==> src/hw/dac_consts.vh <==
// Constants for the D-channel access control block
`ifndef DAC_CONSTS_VH
`define DAC_CONSTS_VH

// ==========================================================
// Register map (plain register port, 2-bit address)
`define DAC_ADDR_CTRL       2'h0
`define DAC_ADDR_STATUS     2'h1
`define DAC_ADDR_ARB        2'h2

// ==========================================================
// Control register fields
`define DAC_CTRL_SGE_BIT    0
`define DAC_CTRL_TE_BIT     1
`define DAC_CTRL_RESET      8'h02

// ==========================================================
// Status register fields
`define DAC_ST_SG_BIT       0
`define DAC_ST_CLASS_BIT    1
`define DAC_ST_LOWER_BIT    2
`define DAC_ST_COLL_BIT     3
`define DAC_ST_CNT_LSB      4

// ==========================================================
// Arbitration snapshot register fields
`define DAC_ARB_BAC_BIT     0
`define DAC_ARB_TBA_LSB     1
`define DAC_ARB_BUSY_BIT    4

// ==========================================================
// Terminal bus frame layout, bit positions from frame start
`define DAC_BAC_POS         7'd90
`define DAC_TBA0_POS        7'd91
`define DAC_TBA1_POS        7'd92
`define DAC_TBA2_POS        7'd93
`define DAC_SG_POS          7'd90

// ==========================================================
// Consecutive echo ones required before go
`define DAC_ONES_C1_NORMAL  4'd8
`define DAC_ONES_C2_NORMAL  4'd10
`define DAC_ONES_C1_LOWER   4'd9
`define DAC_ONES_C2_LOWER   4'd11
`define DAC_ONES_MAX        4'hf

// ==========================================================
// Command/indication codes
`define DAC_CI_AR_CLASS1    4'h8
`define DAC_CI_AR_CLASS2    4'h9

`endif

==> src/hw/dac_access_ctrl.v <==
// D-channel access control: stop/go generation, echo ones counting, collision detection
`timescale 1ns/1ns
`include "dac_consts.vh"

module dac_access_ctrl (
  input  wire       clk,
  input  wire       rst_n,
  input  wire [1:0] reg_addr,
  input  wire [7:0] reg_wdata,
  input  wire       reg_wr,
  input  wire       reg_rd,
  output reg  [7:0] reg_rdata,
  input  wire       link_clk_pin,
  input  wire       frame_sync_pin,
  input  wire       bus_up_pin,
  output reg        bus_down_out,
  output reg        bus_down_oe,
  input  wire       line_bit_valid,
  input  wire       line_tx_d,
  input  wire       line_echo,
  input  wire       line_tx_busy,
  input  wire       line_frame_done,
  input  wire       ci_valid,
  input  wire [3:0] ci_cmd,
  output reg        stopgo,
  output reg        collision,
  output reg        maint_pin5_out,
  output reg        maint_pin5_oe
);

  // ==========================================================
  // Priority threshold lookup
  function [3:0] dac_threshold;
    input class2;
    input lower;
    begin
      case ({class2, lower})
        2'b00: begin
          dac_threshold = `DAC_ONES_C1_NORMAL;
        end
        2'b01: begin
          dac_threshold = `DAC_ONES_C1_LOWER;
        end
        2'b10: begin
          dac_threshold = `DAC_ONES_C2_NORMAL;
        end
        default: begin
          dac_threshold = `DAC_ONES_C2_LOWER;
        end
      endcase
    end
  endfunction

  // ==========================================================
  // Registers and state
  reg        sge_reg;
  reg        te_en_reg;
  reg        class2_reg;
  reg        lower_reg;
  reg [3:0]  ones_reg;
  reg [3:0]  ones_next;
  reg        stopgo_next;
  reg        lower_next;
  reg        coll_next;
  reg        coll_seen_reg;
  reg        link_s1;
  reg        link_s2;
  reg        link_s3;
  reg        fsync_s1;
  reg        fsync_s2;
  reg        fsync_s3;
  reg        up_s1;
  reg        up_s2;
  reg [7:0]  half_cnt_reg;
  reg        bac_reg;
  reg [2:0]  tba_reg;
  reg        bac_work;
  reg [2:0]  tba_work;
  reg        frame_seen_reg;

  wire       link_rise;
  wire       link_fall;
  wire       frame_start;
  wire [6:0] bit_idx;
  wire [6:0] next_bit_idx;
  wire [7:0] half_cnt_inc;
  wire [3:0] thresh;

  assign link_rise    = link_s2 & ~link_s3;
  assign link_fall    = ~link_s2 & link_s3;
  assign frame_start  = fsync_s2 & ~fsync_s3;
  assign half_cnt_inc = half_cnt_reg + 8'h01;
  assign bit_idx      = half_cnt_reg[7:1];
  assign next_bit_idx = half_cnt_inc[7:1];
  assign thresh       = dac_threshold(class2_reg, lower_reg);

  // ==========================================================
  // Pin synchronisers; the third stage feeds only edge detection
  always @(posedge clk or negedge rst_n) begin
    if (!rst_n) begin
      link_s1  <= 1'b0;
      link_s2  <= 1'b0;
      link_s3  <= 1'b0;
      fsync_s1 <= 1'b0;
      fsync_s2 <= 1'b0;
      fsync_s3 <= 1'b0;
      up_s1    <= 1'b1;
      up_s2    <= 1'b1;
    end else begin
      link_s1  <= link_clk_pin;
      link_s2  <= link_s1;
      link_s3  <= link_s2;
      fsync_s1 <= frame_sync_pin;
      fsync_s2 <= fsync_s1;
      fsync_s3 <= fsync_s2;
      up_s1    <= bus_up_pin;
      up_s2    <= up_s1;
    end
  end

  // ==========================================================
  // Terminal bus bit timing: two link clock periods per bit
  // Reset alone does not align the count; the first frame sync does
  always @(posedge clk or negedge rst_n) begin
    if (!rst_n) begin
      half_cnt_reg <= 8'h00;
    end else if (frame_start) begin
      half_cnt_reg <= 8'h00;
    end else if (link_rise) begin
      half_cnt_reg <= half_cnt_inc;
    end
  end

  // ==========================================================
  // Downstream stop/go slot, driven only during its own bit
  // Outside the slot the line is released so other sources can drive
  always @(posedge clk or negedge rst_n) begin
    if (!rst_n) begin
      bus_down_out <= 1'b1;
      bus_down_oe  <= 1'b0;
    end else if (frame_start) begin
      bus_down_out <= 1'b1;
      bus_down_oe  <= 1'b0;
    end else if (link_rise) begin
      if (next_bit_idx == `DAC_SG_POS && te_en_reg) begin
        bus_down_out <= stopgo;
        bus_down_oe  <= 1'b1;
      end else begin
        bus_down_out <= 1'b1;
        bus_down_oe  <= 1'b0;
      end
    end
  end

  // ==========================================================
  // Upstream grant flag and arbitration address snapshot.
  // The wire already resolves zeros over ones, so the value read
  // back is the address of the winning contender.
  always @(posedge clk or negedge rst_n) begin
    if (!rst_n) begin
      bac_work       <= 1'b1;
      tba_work       <= 3'h7;
      bac_reg        <= 1'b1;
      tba_reg        <= 3'h7;
      frame_seen_reg <= 1'b0;
    end else if (frame_start) begin
      bac_reg        <= bac_work;
      tba_reg        <= tba_work;
      frame_seen_reg <= 1'b1;
      bac_work       <= 1'b1;
      tba_work       <= 3'h7;
    end else if (link_fall && half_cnt_reg[0]) begin
      case (bit_idx)
        `DAC_BAC_POS: begin
          bac_work <= up_s2;
        end
        `DAC_TBA0_POS: begin
          tba_work[0] <= up_s2;
        end
        `DAC_TBA1_POS: begin
          tba_work[1] <= up_s2;
        end
        `DAC_TBA2_POS: begin
          tba_work[2] <= up_s2;
        end
        default: begin
          bac_work <= bac_work;
        end
      endcase
    end
  end

  // ==========================================================
  // Echo ones counter, collision check and stop/go decision
  always @* begin
    ones_next   = ones_reg;
    stopgo_next = stopgo;
    lower_next  = lower_reg;
    coll_next   = 1'b0;
    // Terminal mode off holds stop so no controller sends blindly
    if (!te_en_reg) begin
      ones_next   = 4'h0;
      stopgo_next = 1'b1;
    end else if (line_frame_done) begin
      ones_next   = 4'h0;
      stopgo_next = 1'b1;
      lower_next  = 1'b1;
    end else if (line_bit_valid) begin
      if (line_tx_d != line_echo) begin
        coll_next   = 1'b1;
        ones_next   = 4'h0;
        stopgo_next = 1'b1;
      end else if (!line_echo) begin
        ones_next = 4'h0;
        // A zero of our own frame restarts the count but keeps go
        if (!line_tx_busy) begin
          stopgo_next = 1'b1;
        end
      end else begin
        if (ones_reg != `DAC_ONES_MAX) begin
          ones_next = ones_reg + 4'h1;
        end
        if (!line_tx_busy && ones_next >= thresh) begin
          stopgo_next = 1'b0;
        end
        // Lower level is left once a full lower-level count of
        // ones shows every other terminal had its turn
        if (lower_reg && ones_next >= dac_threshold(class2_reg, 1'b1)) begin
          lower_next = 1'b0;
        end
      end
    end
  end

  always @(posedge clk or negedge rst_n) begin
    if (!rst_n) begin
      ones_reg   <= 4'h0;
      stopgo     <= 1'b1;
      lower_reg  <= 1'b0;
      collision  <= 1'b0;
      class2_reg <= 1'b0;
    end else begin
      ones_reg  <= ones_next;
      stopgo    <= stopgo_next;
      lower_reg <= lower_next;
      collision <= coll_next;
      if (ci_valid && ci_cmd == `DAC_CI_AR_CLASS1) begin
        class2_reg <= 1'b0;
      end else if (ci_valid && ci_cmd == `DAC_CI_AR_CLASS2) begin
        class2_reg <= 1'b1;
      end
    end
  end

  // ==========================================================
  // Maintenance pin five mirrors stop/go when enabled
  // Fed from the next value so the pin changes with stop/go itself
  always @(posedge clk or negedge rst_n) begin
    if (!rst_n) begin
      maint_pin5_out <= 1'b1;
      maint_pin5_oe  <= 1'b0;
    end else begin
      maint_pin5_out <= sge_reg ? stopgo_next : 1'b1;
      maint_pin5_oe  <= sge_reg;
    end
  end

  // ==========================================================
  // Register port; collision flag is sticky, set wins over clear
  always @(posedge clk or negedge rst_n) begin
    if (!rst_n) begin
      sge_reg       <= 1'b0;
      te_en_reg     <= 1'b1;
      coll_seen_reg <= 1'b0;
    end else begin
      if (reg_wr && reg_addr == `DAC_ADDR_CTRL) begin
        sge_reg   <= reg_wdata[`DAC_CTRL_SGE_BIT];
        te_en_reg <= reg_wdata[`DAC_CTRL_TE_BIT];
      end
      if (coll_next) begin
        coll_seen_reg <= 1'b1;
      end else if (reg_wr && reg_addr == `DAC_ADDR_STATUS
                   && reg_wdata[`DAC_ST_COLL_BIT]) begin
        coll_seen_reg <= 1'b0;
      end
    end
  end

  // Read data is zero outside the answer cycle, so a stray sample is harmless
  always @(posedge clk or negedge rst_n) begin
    if (!rst_n) begin
      reg_rdata <= 8'h00;
    end else if (reg_rd) begin
      case (reg_addr)
        `DAC_ADDR_CTRL: begin
          reg_rdata <= {6'h00, te_en_reg, sge_reg};
        end
        `DAC_ADDR_STATUS: begin
          reg_rdata <= {ones_reg, coll_seen_reg, lower_reg,
                        class2_reg, stopgo};
        end
        `DAC_ADDR_ARB: begin
          reg_rdata <= {3'h0, frame_seen_reg, tba_reg, bac_reg};
        end
        default: begin
          reg_rdata <= 8'h00;
        end
      endcase
    end else begin
      reg_rdata <= 8'h00;
    end
  end

endmodule // dac_access_ctrl

==> config.mk <==
export PLATFORM = sky130hd
export DESIGN_NAME = dac_access_ctrl
export DESIGN_NICKNAME = d
export VERILOG_FILES = /design/src/hw/dac_access_ctrl.v
export VERILOG_INCLUDE_DIRS = /design/src /design/src/hw
export SDC_FILE = /design/constraint.sdc
export NUM_CORES = 1
export LEC_CHECK = 0
export BUFFER_PORTS_ARGS = -buffer_cell sky130_fd_sc_hd__buf_2
export CAP_MARGIN = 20
export CORE_MARGIN = 4
export CORE_UTILIZATION = 32
export CTS_CLUSTER_SIZE = 24
export DETAILED_ROUTE_END_ITERATION = 12
export PLACE_DENSITY = 0.57
export SYNTH_ARGS = -nofsm -noshare
export SYNTH_HDL_FRONTEND = slang
export SYNTH_SLANG_ARGS = --single-unit
==> constraint.sdc <==
create_clock -name clk -period 4.4 [get_ports clk]
set_input_delay 0 -clock clk [delete_from_list [all_inputs] [get_ports clk]]
set_output_delay 0 -clock clk [all_outputs]
set_load 0.1 [all_outputs]
==> results of run 1 <==
final timing paths:
check	to	from	slack, ns
min in group asynchronous	reg_rdata[7]	rst_n	0.33
worst max register to register	maint_pin5_out	ones_reg[0]	2.17
worst max-delay path	maint_pin5_out	ones_reg[0]	2.17
worst min-delay path	collision	line_bit_valid	0.06
max in group asynchronous	frame_seen_reg	rst_n	3.66
worst min register to register	link_s2	link_s1	0.36
per-stage QoR:
stage                     hold slack, ns  power (mW)
final                             0.0573       0.973
after global routing              0.0333        1.03
after CTS                         0.0442       0.986
after detailed placement           0.110       0.645
after global placement             0.108       0.643
after floorplan                   -0.296       0.598
layout by cell type (no fill, tap or decap), types with 3 or more instances in the layout:
cell type / instances
a21oi_1: 5
inv_1: 8
nor2_1: 13
nor4_1: 4
nand2_1: 25
xnor2_1: 4
nand3_1: 8
nand4b_1: 3
nor2b_1: 8
dlygate4sd3_1: 12
nand4_1: 5
o21ai_0: 8
and2_1: 4
mux2i_1: 5
o211ai_1: 4
dfstp_2: 14
dfrtp_1: 34
xor2_1: 5
buf_2: 35
nand2b_1: 9
mux2_2: 4
a22oi_1: 3
and3_1: 4
ha_1: 5
nand3b_1: 3
clkbuf_8: 6
power by group:
group	total (mW)	internal [mW]	switching, mW
sequential	0.499	0.474	0.0255
clock	0.329	0.186	0.143
combinational	0.145	0.0503	0.0943
total	0.973	0.710	0.263
repair_timing:
| action | 4_1_cts | 5_1_grt |
|---|---|---|
| hold endpoints to repair | 45 | 0 |
| hold buffers | 12 | 0 |
| resized for setup | 0 | 0 |
worst reg2reg max path, cell delays in order (launching register included):
cell and delay [ns]:
dfrtp_1 0.44, ha_1 0.27, nand3_1 0.13, mux2_2 0.38, ha_1 0.29, a21oi_1 0.07
a2111oi_2 0.44, o21ai_1 0.13
layout make-up:
class / instances / area, um2 / share of cell area
Inverter: 8 / 30.0 / 0.0111
Clock inverter: 2 / 38.8 / 0.0143
Tap cell: 80 / 100 / 0.0369
Timing Repair Buffer: 48 / 303 / 0.112
Multi-Input combinational cell: 146 / 941 / 0.347
Sequential cell: 48 / 1220 / 0.449
Clock buffer: 6 / 82.6 / 0.0304
per-layer routing:
metal / global-route usage / wire length [um] / vias up
met5: 0 / 0 / -
met4: 0.0389 / 74 / 0
met3: 0.0340 / 165 / 6
met2: 0.159 / 1850 / 26
met1: 0.159 / 2260 / 774
li1: - / - / 823
logic make-up after synthesis:
| logic type | count (synthesis) | synth area share |
|---|---|---|
| XOR/XNOR | 9 | 0.0356 |
| buffers and inverters | 13 | 0.0238 |
| AO/OA/AOI/OAI | 30 | 0.0956 |
| flip-flops | 48 | 0.551 |
| AND/OR/NAND/NOR | 93 | 0.223 |
| multiplexers | 9 | 0.0430 |
| adder cells (fa/ha/maj) | 5 | 0.0283 |
==> summary.md, run 1 <==
| Metric | Value |
|---|---|
| Status | `finished, final reports clean` |
| Largest net degree at the start of global routing | `49` |
| RSZ-0062 raised after global routing | `false` |
| Vias in the first global route | `1,589` |
| H-tree depth | `2` |
| Worst slew margin | `0.404` |
| Synth warnings | `0` |
| Vias per cell | `4.82` |
| Critical path buffer and inverter count | `0` |
| Layout area overhead | `22.7%` |
| Hold depth | `2` |
| DRC violation total after the first TritonRoute iteration | `56` |
| Worst EP arrival | `2.44 ns` |
| N_diodes | `0` |
| Initial antenna violation count | `0` |
| Setup bufs post-CTS | `0` |
| CP top delay family | `compound AO/OA/AOI/OAI gates` |
| Yosys cell types | `40` |
| WP depth | `7` |
| Root Buffer | `clkbuf_8` |
| Inst Count DP | `318` |
| Wire length per cell | `12.9 um` |
| Min cycle time layout | `2.23 ns` |
| Chip height | `91.1 um` |
| Final nets | `289` |
| Synth Net Count | `239` |
| Hpwl dp | `3.20 mm` |
| Worst vdd ir | `between 0.0002 and 0.00025 V` |
| Crit-path slowest cell | `dfrtp_1` |
| Worst path max stage delay | `0.44 ns` |
| FFs w/ async S/R, synth | `1.00` |
| Synth area leader | `dfrtp_1` |
| Routed vias | `1,629` |
| First-pass GRT wire length | `7.46 mm` |
| Final Hold Viols | `0` |
| CP cell instances | `ha_1 > nand3_1 > mux2_2 > ha_1 > a21oi_1 > a2111oi_2 > o21ai_1` |
| Worst Path Required | `4.62 ns` |
| RD Place Congestion | `0.812` |
| Final slew viol count | `0` |
| Cell Rows | `30` |
| Clock-pin transition on the worst setup and hold timing paths | `0.09 ns` |
| CTS tree | `done` |
| Most frequent cell after synthesis | `dfrtp_1` |
| Design Area, Final | `between 2000 and 3000 um2` |
| CP Class | `reg2reg` |
| Tightest Pin Transition | `0.893 ns` |
| EDFF count, synth | `0` |
| Routed Antenna Nets | `0` |
| Die Wd | `91.1 um` |
| CP endpoint kind | `flip-flop` |
| Post-Layout Cell Count | `338` |
| Placed Area | `2470 um2` |
| Overflow after GRT | `0` |
| CTS max path bufs | `2` |
| CP most frequent cell | `ha_1` |
| First drt pass iteration count | `4` |
| Crit-path max FO | `5` |
| Final Cycle Share | `0.506` |
| Setup TNS | `0 ns` |
| Fmax | `0.449 GHz` |
| Starting density of the core | `0.327` |
| Clock Latency Late Sink | `0.29 ns` |
| Max-cap violations | `0` |
| Final WS setup | `2.17 ns` |
| IO Count | `just over 40` |
| TritonCTS Sinks | `48` |
| Mapped cell area | `2210 um2` |
| Core Util, Final | `0.402` |
| Post-synth top area share | `0.385` |
| DIE AREA | `8310 um2` |
| Total GRT Usage | `0.111` |
| Setup Skew | `approximately 0.0094 ns` |
| Static Leakage | `1.22 nW` |
| Core Area | `6760 um2` |
| Placement Setup Slack | `around 2.2 ns` |
| Port bufs | `35` |
| Register area share after synthesis | `0.551` |
| Share of layout cells above drive strength 1 | `0.256` |
| Fill cell total of the finished layout | `664` |
| Remaining DRCs | `0` |
| Final Setup Violations | `0` |
| Synth top cells by count | `dfrtp_1 (34), nand2_1 (25), dfstp_2 (14), nor2_1 (13), nand2b_1 (9)` |
| #FFs+latches synth | `48` |
| Worst r2r path cells | `7` |
| Drt total wl | `4.36 mm` |
| PwrDens | `358 nW/um2` |
| CP Launch Type | `flip-flop` |
| Ys flop type | `dfrtp_1` |
| Cells after synthesis | `207` |
| Synth Area per Inst | `10.7 um2` |
| HP Class | `in2reg` |
| Largest cells by area after synthesis | `dfrtp_1 (38%), dfstp_2 (17%), nand2_1 (4.2%), ha_1 (2.8%), nand2b_1 (2.5%)` |
| CTS buffer count | `5` |
(Power assumes the default switching activity.)
==> run 2, diff against run 1 <==
==> constraint.sdc (replaced) <==
create_clock -name clk -period 2.3 [get_ports clk]
set_input_delay 0 -clock clk [delete_from_list [all_inputs] [get_ports clk]]
set_output_delay 0 -clock clk [all_outputs]
set_load 0.1 [all_outputs]
==> summary.md, run 2 (same netlist as run 1, synthesis figures left out) <==
| Metric | Value |
|---|---|
| Status | `finished, final reports clean (unchanged)` |
| Die Wd | `91.1 um (unchanged)` |
| H-tree depth | `2 (unchanged)` |
| Tightest Pin Transition | `0.654 ns (was 0.893 ns)` |
| CP Launch Type | `flip-flop (unchanged)` |
| Final Cycle Share | `0.914 (was 0.506)` |
| Setup Skew | `0.00813 ns (was 0.00944 ns)` |
| DIE AREA | `8310 um2 (unchanged)` |
| Wire length per cell | `13.1 um (was 12.9 um)` |
| DRC violation total after the first TritonRoute iteration | `38 (was 56)` |
| CTS max path bufs | `2 (unchanged)` |
| Core Area | `6760 um2 (unchanged)` |
| Port bufs | `35 (unchanged)` |
| Remaining DRCs | `0 (unchanged)` |
| Starting density of the core | `0.327 (unchanged)` |
| Routed vias | `1,623 (was 1,629)` |
| RSZ-0062 raised after global routing | `false (unchanged)` |
| First drt pass iteration count | `4 (unchanged)` |
| N_diodes | `0 (unchanged)` |
| Final Hold Viols | `0 (unchanged)` |
| Cell Rows | `30 (unchanged)` |
| Vias per cell | `4.82 (about the same)` |
| PwrDens | `651 nW/um2 (was 358 nW/um2)` |
| IO Count | `41 (unchanged)` |
| CTS tree | `done (unchanged)` |
| Max-cap violations | `0 (unchanged)` |
| Worst EP arrival | `2.31 ns (was 2.44 ns)` |
| Worst vdd ir | `0.000448 V (was 0.000206 V)` |
| Hpwl dp | `3.32 mm (was 3.20 mm)` |
| Routed Antenna Nets | `0 (unchanged)` |
| Hold depth | `3 (was 2)` |
| Clock Latency Late Sink | `0.29 ns (about the same)` |
| Clock-pin transition on the worst setup and hold timing paths | `0.09 ns (about the same)` |
| Critical path buffer and inverter count | `0 (unchanged)` |
| Worst path max stage delay | `0.43 ns (was 0.44 ns)` |
| CP Class | `reg2reg (unchanged)` |
| CP endpoint kind | `flip-flop (unchanged)` |
| Inst Count DP | `321 (was 318)` |
| WP depth | `7 (unchanged)` |
| Share of layout cells above drive strength 1 | `0.265 (was 0.256)` |
| First-pass GRT wire length | `7.63 mm (was 7.46 mm)` |
| Final Setup Violations | `0 (unchanged)` |
| CP top delay family | `compound AO/OA/AOI/OAI gates (unchanged)` |
| TritonCTS Sinks | `48 (unchanged)` |
| Final slew viol count | `0 (unchanged)` |
| Post-Layout Cell Count | `337 (was 338)` |
| RD Place Congestion | `0.833 (was 0.812)` |
| Min cycle time layout | `2.10 ns (was 2.23 ns)` |
| CP most frequent cell | `ha_1 (unchanged)` |
| Crit-path max FO | `5 (unchanged)` |
| Most frequent cells in the layout | `buf_2 (35), dfrtp_1 (34), nand2_1 (25) (unchanged)` |
| Worst slew margin | `0.564 (was 0.404)` |
| HP Class | `in2reg (unchanged)` |
| Drt total wl | `4.40 mm (was 4.36 mm)` |
| Layout area overhead | `20.6% (was 22.7%)` |
| Static Leakage | `1.20 nW (was 1.22 nW)` |
| Root Buffer | `clkbuf_8 (unchanged)` |
| Largest net degree at the start of global routing | `31 (was 49)` |
| CP cell instances | `ha_1 > nand3_1 > mux2_2 > ha_1 > a21oi_1 > a2111oi_2 > o21ai_1 (unchanged)` |
| CTS buffer count | `5 (unchanged)` |
| Most common cell after layout, fill and taps aside | `buf_2 (unchanged)` |
| Initial antenna violation count | `0 (unchanged)` |
| Final nets | `288 (was 289)` |
| Vias in the first global route | `1,588 (was 1,589)` |
| Worst Path Required | `2.51 ns (was 4.62 ns)` |
| Setup TNS | `0 ns (unchanged)` |
| Crit-path slowest cell | `dfrtp_1 (unchanged)` |
| Fill cell total of the finished layout | `660 (was 664)` |
| Chip height | `91.1 um (unchanged)` |
| Total GRT Usage | `0.112 (was 0.111)` |
| Fmax | `0.476 GHz (was 0.449 GHz)` |
| Worst r2r path cells | `7 (unchanged)` |
| Overflow after GRT | `0 (unchanged)` |
run 2: cell count changes in the layout (fill, tap and decap cells not counted), sizes merged:
cell         before  now
dlygate4sd3      12    8
clkinvlp          0    1
clkinv            1    0
clkbuf            6    7
buf              36   39
bufinv            1    0
run 2: metal layers:
layer | part of all wire | vias up | track usage
met1 | 0.52 | 779 | 0.161
met4 | 0.0066 | 0 | 0.0188
li1 | - | 821 | -
met3 | 0.035 | 2 | 0.0290
met5 | 0 | - | 0
met2 | 0.43 | 21 | 0.170
run 2: worst paths after layout:
check / startpoint / slack [ns] / end
max in group asynchronous: rst_n / 1.34 / tba_reg[2]
worst max register to register: ones_reg[1] / 0.20 / maint_pin5_out
worst min register to register: fsync_s1 / 0.35 / fsync_s2
worst min-delay path: reg_wdata[3] / 0.004 / coll_seen_reg
min in group asynchronous: rst_n / 0.27 / reg_rdata[7]
worst max-delay path: ones_reg[1] / 0.20 / maint_pin5_out
run 2: area by class of cell:
type	count	area, um2	area share
timing repair buffer	47	285	0.107
inverter	8	30.0	0.0113
clock inverter	1	7.51	0.00281
tap	80	100	0.0375
sequential	48	1220	0.457
multi-input combinational	146	941	0.353
clock buffer	7	86.3	0.0323
run 2: stage by stage:
| stage | util | cell area, um2 | power [mW] | setup WS [ns] | hold slack (ns) |
|---|---|---|---|---|---|
| after floorplan | - | 2210 | 1.14 | 0.264 | -0.296 |
| after detailed placement | 0.369 | 2490 | 1.24 | 0.145 | 0.0666 |
| after global routing | 0.395 | 2670 | 1.83 | 0.0346 | 0.00644 |
| after CTS | 0.395 | 2670 | 1.75 | 0.122 | 0.000423 |
| final | 0.395 | 2670 | 1.74 | 0.199 | 0.00409 |
| after global placement | 0.369 | 2490 | 1.24 | 0.196 | 0.0600 |
run 2: worst min-delay path, cell delays in order:
cell and delay (ns):
buf_2 0.10, nand3_1 0.06, a21o_1 0.10
run 2: repair_timing:
item | CTS | global route
setup buffers | 0 | 0
hold buffers | 8 | 0
gates resized for setup | 0 | 0
endpoints found under the hold margin | 29 | 0
endpoints found under the setup margin | 0 | 2
run 2: where the power goes:
part | switching [mW] | internal, mW | leakage (nW) | total (mW)
registers | 0.0495 | 0.906 | 0.584 | 0.956
clock network | 0.262 | 0.245 | 0.0445 | 0.507
logic | 0.180 | 0.0954 | 0.576 | 0.276
==> run 3, diff against run 2 <==
--- a/config.mk
+++ b/config.mk
@@ -12,7 +12,8 @@
 export CORE_UTILIZATION = 32
 export CTS_CLUSTER_SIZE = 24
 export DETAILED_ROUTE_END_ITERATION = 12
-export PLACE_DENSITY = 0.57
+export HOLD_SLACK_MARGIN = 0.05
+export PLACE_DENSITY = 0.56
 export SYNTH_ARGS = -nofsm -noshare
 export SYNTH_HDL_FRONTEND = slang
 export SYNTH_SLANG_ARGS = --single-unit
==> summary.md, run 3 (same netlist as run 1, synthesis figures left out) <==
| Metric | Value |
|---|---|
| Fill cell total of the finished layout | `677 (was 660)` |
| Internal | `1.43 mW (was 1.25 mW)` |
| First drt pass iteration count | `4 (unchanged)` |
| HP Start | `ci_cmd[2] (was reg_wdata[3])` |
| Final Cycle Share | `0.913 (was 0.914)` |
| Final slew viol count | `0 (unchanged)` |
| Port bufs | `35 (unchanged)` |
| Combinational power share | `0.146 (was 0.159)` |
| Clock Latency Late Sink | `0.29 ns (about the same)` |
| Footprint of the multi-input gates | `943 um2 (was 941 um2)` |
| Worst Path Required | `2.51 ns (about the same)` |
| Worst slew margin | `0.484 (was 0.564)` |
| Sw frac | `0.258 (was 0.283)` |
| DIE AREA | `8310 um2 (unchanged)` |
| Vias in the first global route | `1,632 (was 1,588)` |
| IO Count | `41 (unchanged)` |
| Drt total wl | `4.53 mm (was 4.40 mm)` |
| Final WS setup | `0.200 ns (was 0.199 ns)` |
| Crit Reg-Reg Startpoint | `ones_reg[1] (unchanged)` |
| Root Buffer | `clkbuf_8 (unchanged)` |
| Total GRT Usage | `0.116 (was 0.112)` |
| Wire length per cell | `13.3 um (was 13.1 um)` |
| HP Class | `in2reg (unchanged)` |
| Final Power | `1.93 mW (was 1.74 mW)` |
| Hpwl dp | `3.32 mm (about the same)` |
| Chip height | `91.1 um (unchanged)` |
| Starting density of the core | `0.327 (unchanged)` |
| Setup Skew | `0.00986 ns (was 0.00813 ns)` |
| Core Area | `6760 um2 (unchanged)` |
| Worst path max stage delay | `0.44 ns (was 0.43 ns)` |
| Worst vdd ir | `0.000439 V (was 0.000448 V)` |
| Remaining DRCs | `0 (unchanged)` |
| First-pass GRT wire length | `7.79 mm (was 7.63 mm)` |
| Clock power frac | `0.359 (was 0.292)` |
| Status | `finished, final reports clean (unchanged)` |
| Most frequent cells in the layout | `buf_2 (35), dfrtp_1 (34), nand2_1 (25) (unchanged)` |
| H-tree depth | `2 (unchanged)` |
| Initial antenna violation count | `0 (unchanged)` |
| Fmax | `0.476 GHz (about the same)` |
| Routed vias | `1,645 (was 1,623)` |
| Die Wd | `91.1 um (unchanged)` |
| Design Area, Final | `2760 um2 (was 2670 um2)` |
| CTS tree | `done (unchanged)` |
| RD Place Congestion | `0.796 (was 0.833)` |
| Core Util, Final | `0.408 (was 0.395)` |
| Placement Setup Slack | `0.150 ns (was 0.145 ns)` |
| CP Class | `reg2reg (unchanged)` |
| Tightest Pin Transition | `0.775 ns (was 0.654 ns)` |
| CP Launch Type | `flip-flop (unchanged)` |
| DRC violation total after the first TritonRoute iteration | `70 (was 38)` |
| Placed Area | `2490 um2 (unchanged)` |
| TritonCTS Sinks | `48 (unchanged)` |
| Static Leakage | `1.24 nW (was 1.20 nW)` |
| M3 GR Usage | `0.0282 (was 0.0290)` |
| R2R Setup Slk | `0.20 ns (about the same)` |
| Share of layout cells above drive strength 1 | `0.264 (was 0.265)` |
| Final nets | `293 (was 288)` |
| Worst r2r path cells | `7 (unchanged)` |
| PwrDens | `702 nW/um2 (was 651 nW/um2)` |
| Layout area overhead | `24.6% (was 20.6%)` |
| Crit-path slowest cell | `dfrtp_1 (unchanged)` |
| Most common cell after layout, fill and taps aside | `buf_2 (unchanged)` |
| GRT busiest layer | `met2 (unchanged)` |
| Min-Delay Endpoint | `class2_reg (was coll_seen_reg)` |
| Routed Antenna Nets | `0 (unchanged)` |
| N_diodes | `0 (unchanged)` |
| Min cycle time layout | `2.10 ns (about the same)` |
| Sequential Area | `1220 um2 (unchanged)` |
| Setup bufs post-CTS | `0 (unchanged)` |
| Vias per cell | `4.82 (about the same)` |
| Hold depth | `3 (unchanged)` |
| Worst EP arrival | `2.31 ns (about the same)` |
| CP cell instances | `ha_2 > nand3_1 > mux2_2 > ha_1 > a21oi_1 > a2111oi_2 > o21ai_1 (was ha_1 > nand3_1 > mux2_2 > ha_1 > a21oi_1 > a2111oi_2 > o21ai_1)` |
| Cell Rows | `30 (unchanged)` |
| Final Setup Violations | `0 (unchanged)` |
| CP endpoint kind | `flip-flop (unchanged)` |
| Clock-pin transition on the worst setup and hold timing paths | `0.09 ns (about the same)` |
| CTS max path bufs | `2 (unchanged)` |
| Crit-path max FO | `5 (unchanged)` |
| Final Hold Viols | `0 (unchanged)` |
| CTS buffer count | `5 (unchanged)` |
| Overflow after GRT | `0 (unchanged)` |
| Critical R2R Capture | `maint_pin5_out (unchanged)` |
| Met1 usage in global routing | `0.163 (was 0.161)` |
| Flop pwr share | `0.495 (was 0.550)` |
| Met2 GRT Util | `0.178 (was 0.170)` |
| Max-cap violations | `0 (unchanged)` |
| Largest net degree at the start of global routing | `35 (was 31)` |
| Net Switching | `0.500 mW (was 0.492 mW)` |
run 3: changes by cell type in the layout (fill, tap and decap cells not counted):
cell,delta
ha_1,-1
clkinvlp_4,-1
ha_2,+1
bufinv_16,+2
clkbuf_1,-1
clkbuf_8,-1
dlygate4sd3_1,+5
run 3: stage by stage:
| step | TNS [ns] | hold WS, ns | instances |
|---|---|---|---|
| 2_1_floorplan | 0 | -0.296 | 207 |
| 3_3_place_gp | 0 | 0.109 | 321 |
| 3_5_place_dp | 0 | 0.110 | 321 |
| 4_1_cts | 0 | 0.0522 | 341 |
| 5_1_grt | -0.000300 | 0.0652 | 341 |
| 6_report | 0 | 0.0603 | 341 |
run 3: worst max-delay path: cells and delay by family, from the launching register on:
family | cells | cell delay (ns)
fa+ha+maj | 2 | 0.50
compound gates | 3 | 0.58
flops | 1 | 0.44
mux | 1 | 0.38
simple gates | 1 | 0.12
run 3: timing repair:
action | in CTS | in global routing
resized for setup | 0 | 1
hold buffers | 13 | 0
endpoints found under the hold margin | 37 | 0
setup endpoints to repair | 0 | 1
run 3: how the worst max path moves through the flow:
stage                 from              to  depth (start not counted)
3_3_place_gp   ones_reg[1]  maint_pin5_out                          7
6_report       ones_reg[1]  maint_pin5_out                          7
2_1_floorplan  ones_reg[0]  maint_pin5_out                          7
3_5_place_dp   ones_reg[1]  maint_pin5_out                          7
4_1_cts        ones_reg[1]  maint_pin5_out                          7
5_1_grt        ones_reg[1]  maint_pin5_out                          9
run 3: power groups by stage:
stage / Clock [mW] / Combinational, mW / Sequential, mW
2_1_floorplan: 0 / 0.110 / 1.03
3_3_place_gp: 0 / 0.264 / 0.972
3_5_place_dp: 0 / 0.268 / 0.973
4_1_cts: 0.722 / 0.287 / 0.959
5_1_grt: 0.752 / 0.311 / 0.968
6_report: 0.694 / 0.283 / 0.958
run 3: per-layer routing:
| layer | routed length (um) | share of wire |
|---|---|---|
| met5 | 0 | 0 |
| met4 | 37 | 0.0082 |
| met1 | 2270 | 0.50 |
| met2 | 2060 | 0.45 |
| met3 | 160 | 0.035 |
run 3: cell type report:
cell class,count,area share
Multi-Input combinational cell,146,0.342
Inverter,8,0.0109
Timing Repair Buffer,52,0.122
Sequential cell,48,0.442
Tap cell,80,0.0363
Clock inverter,2,0.0218
Clock buffer,5,0.0250
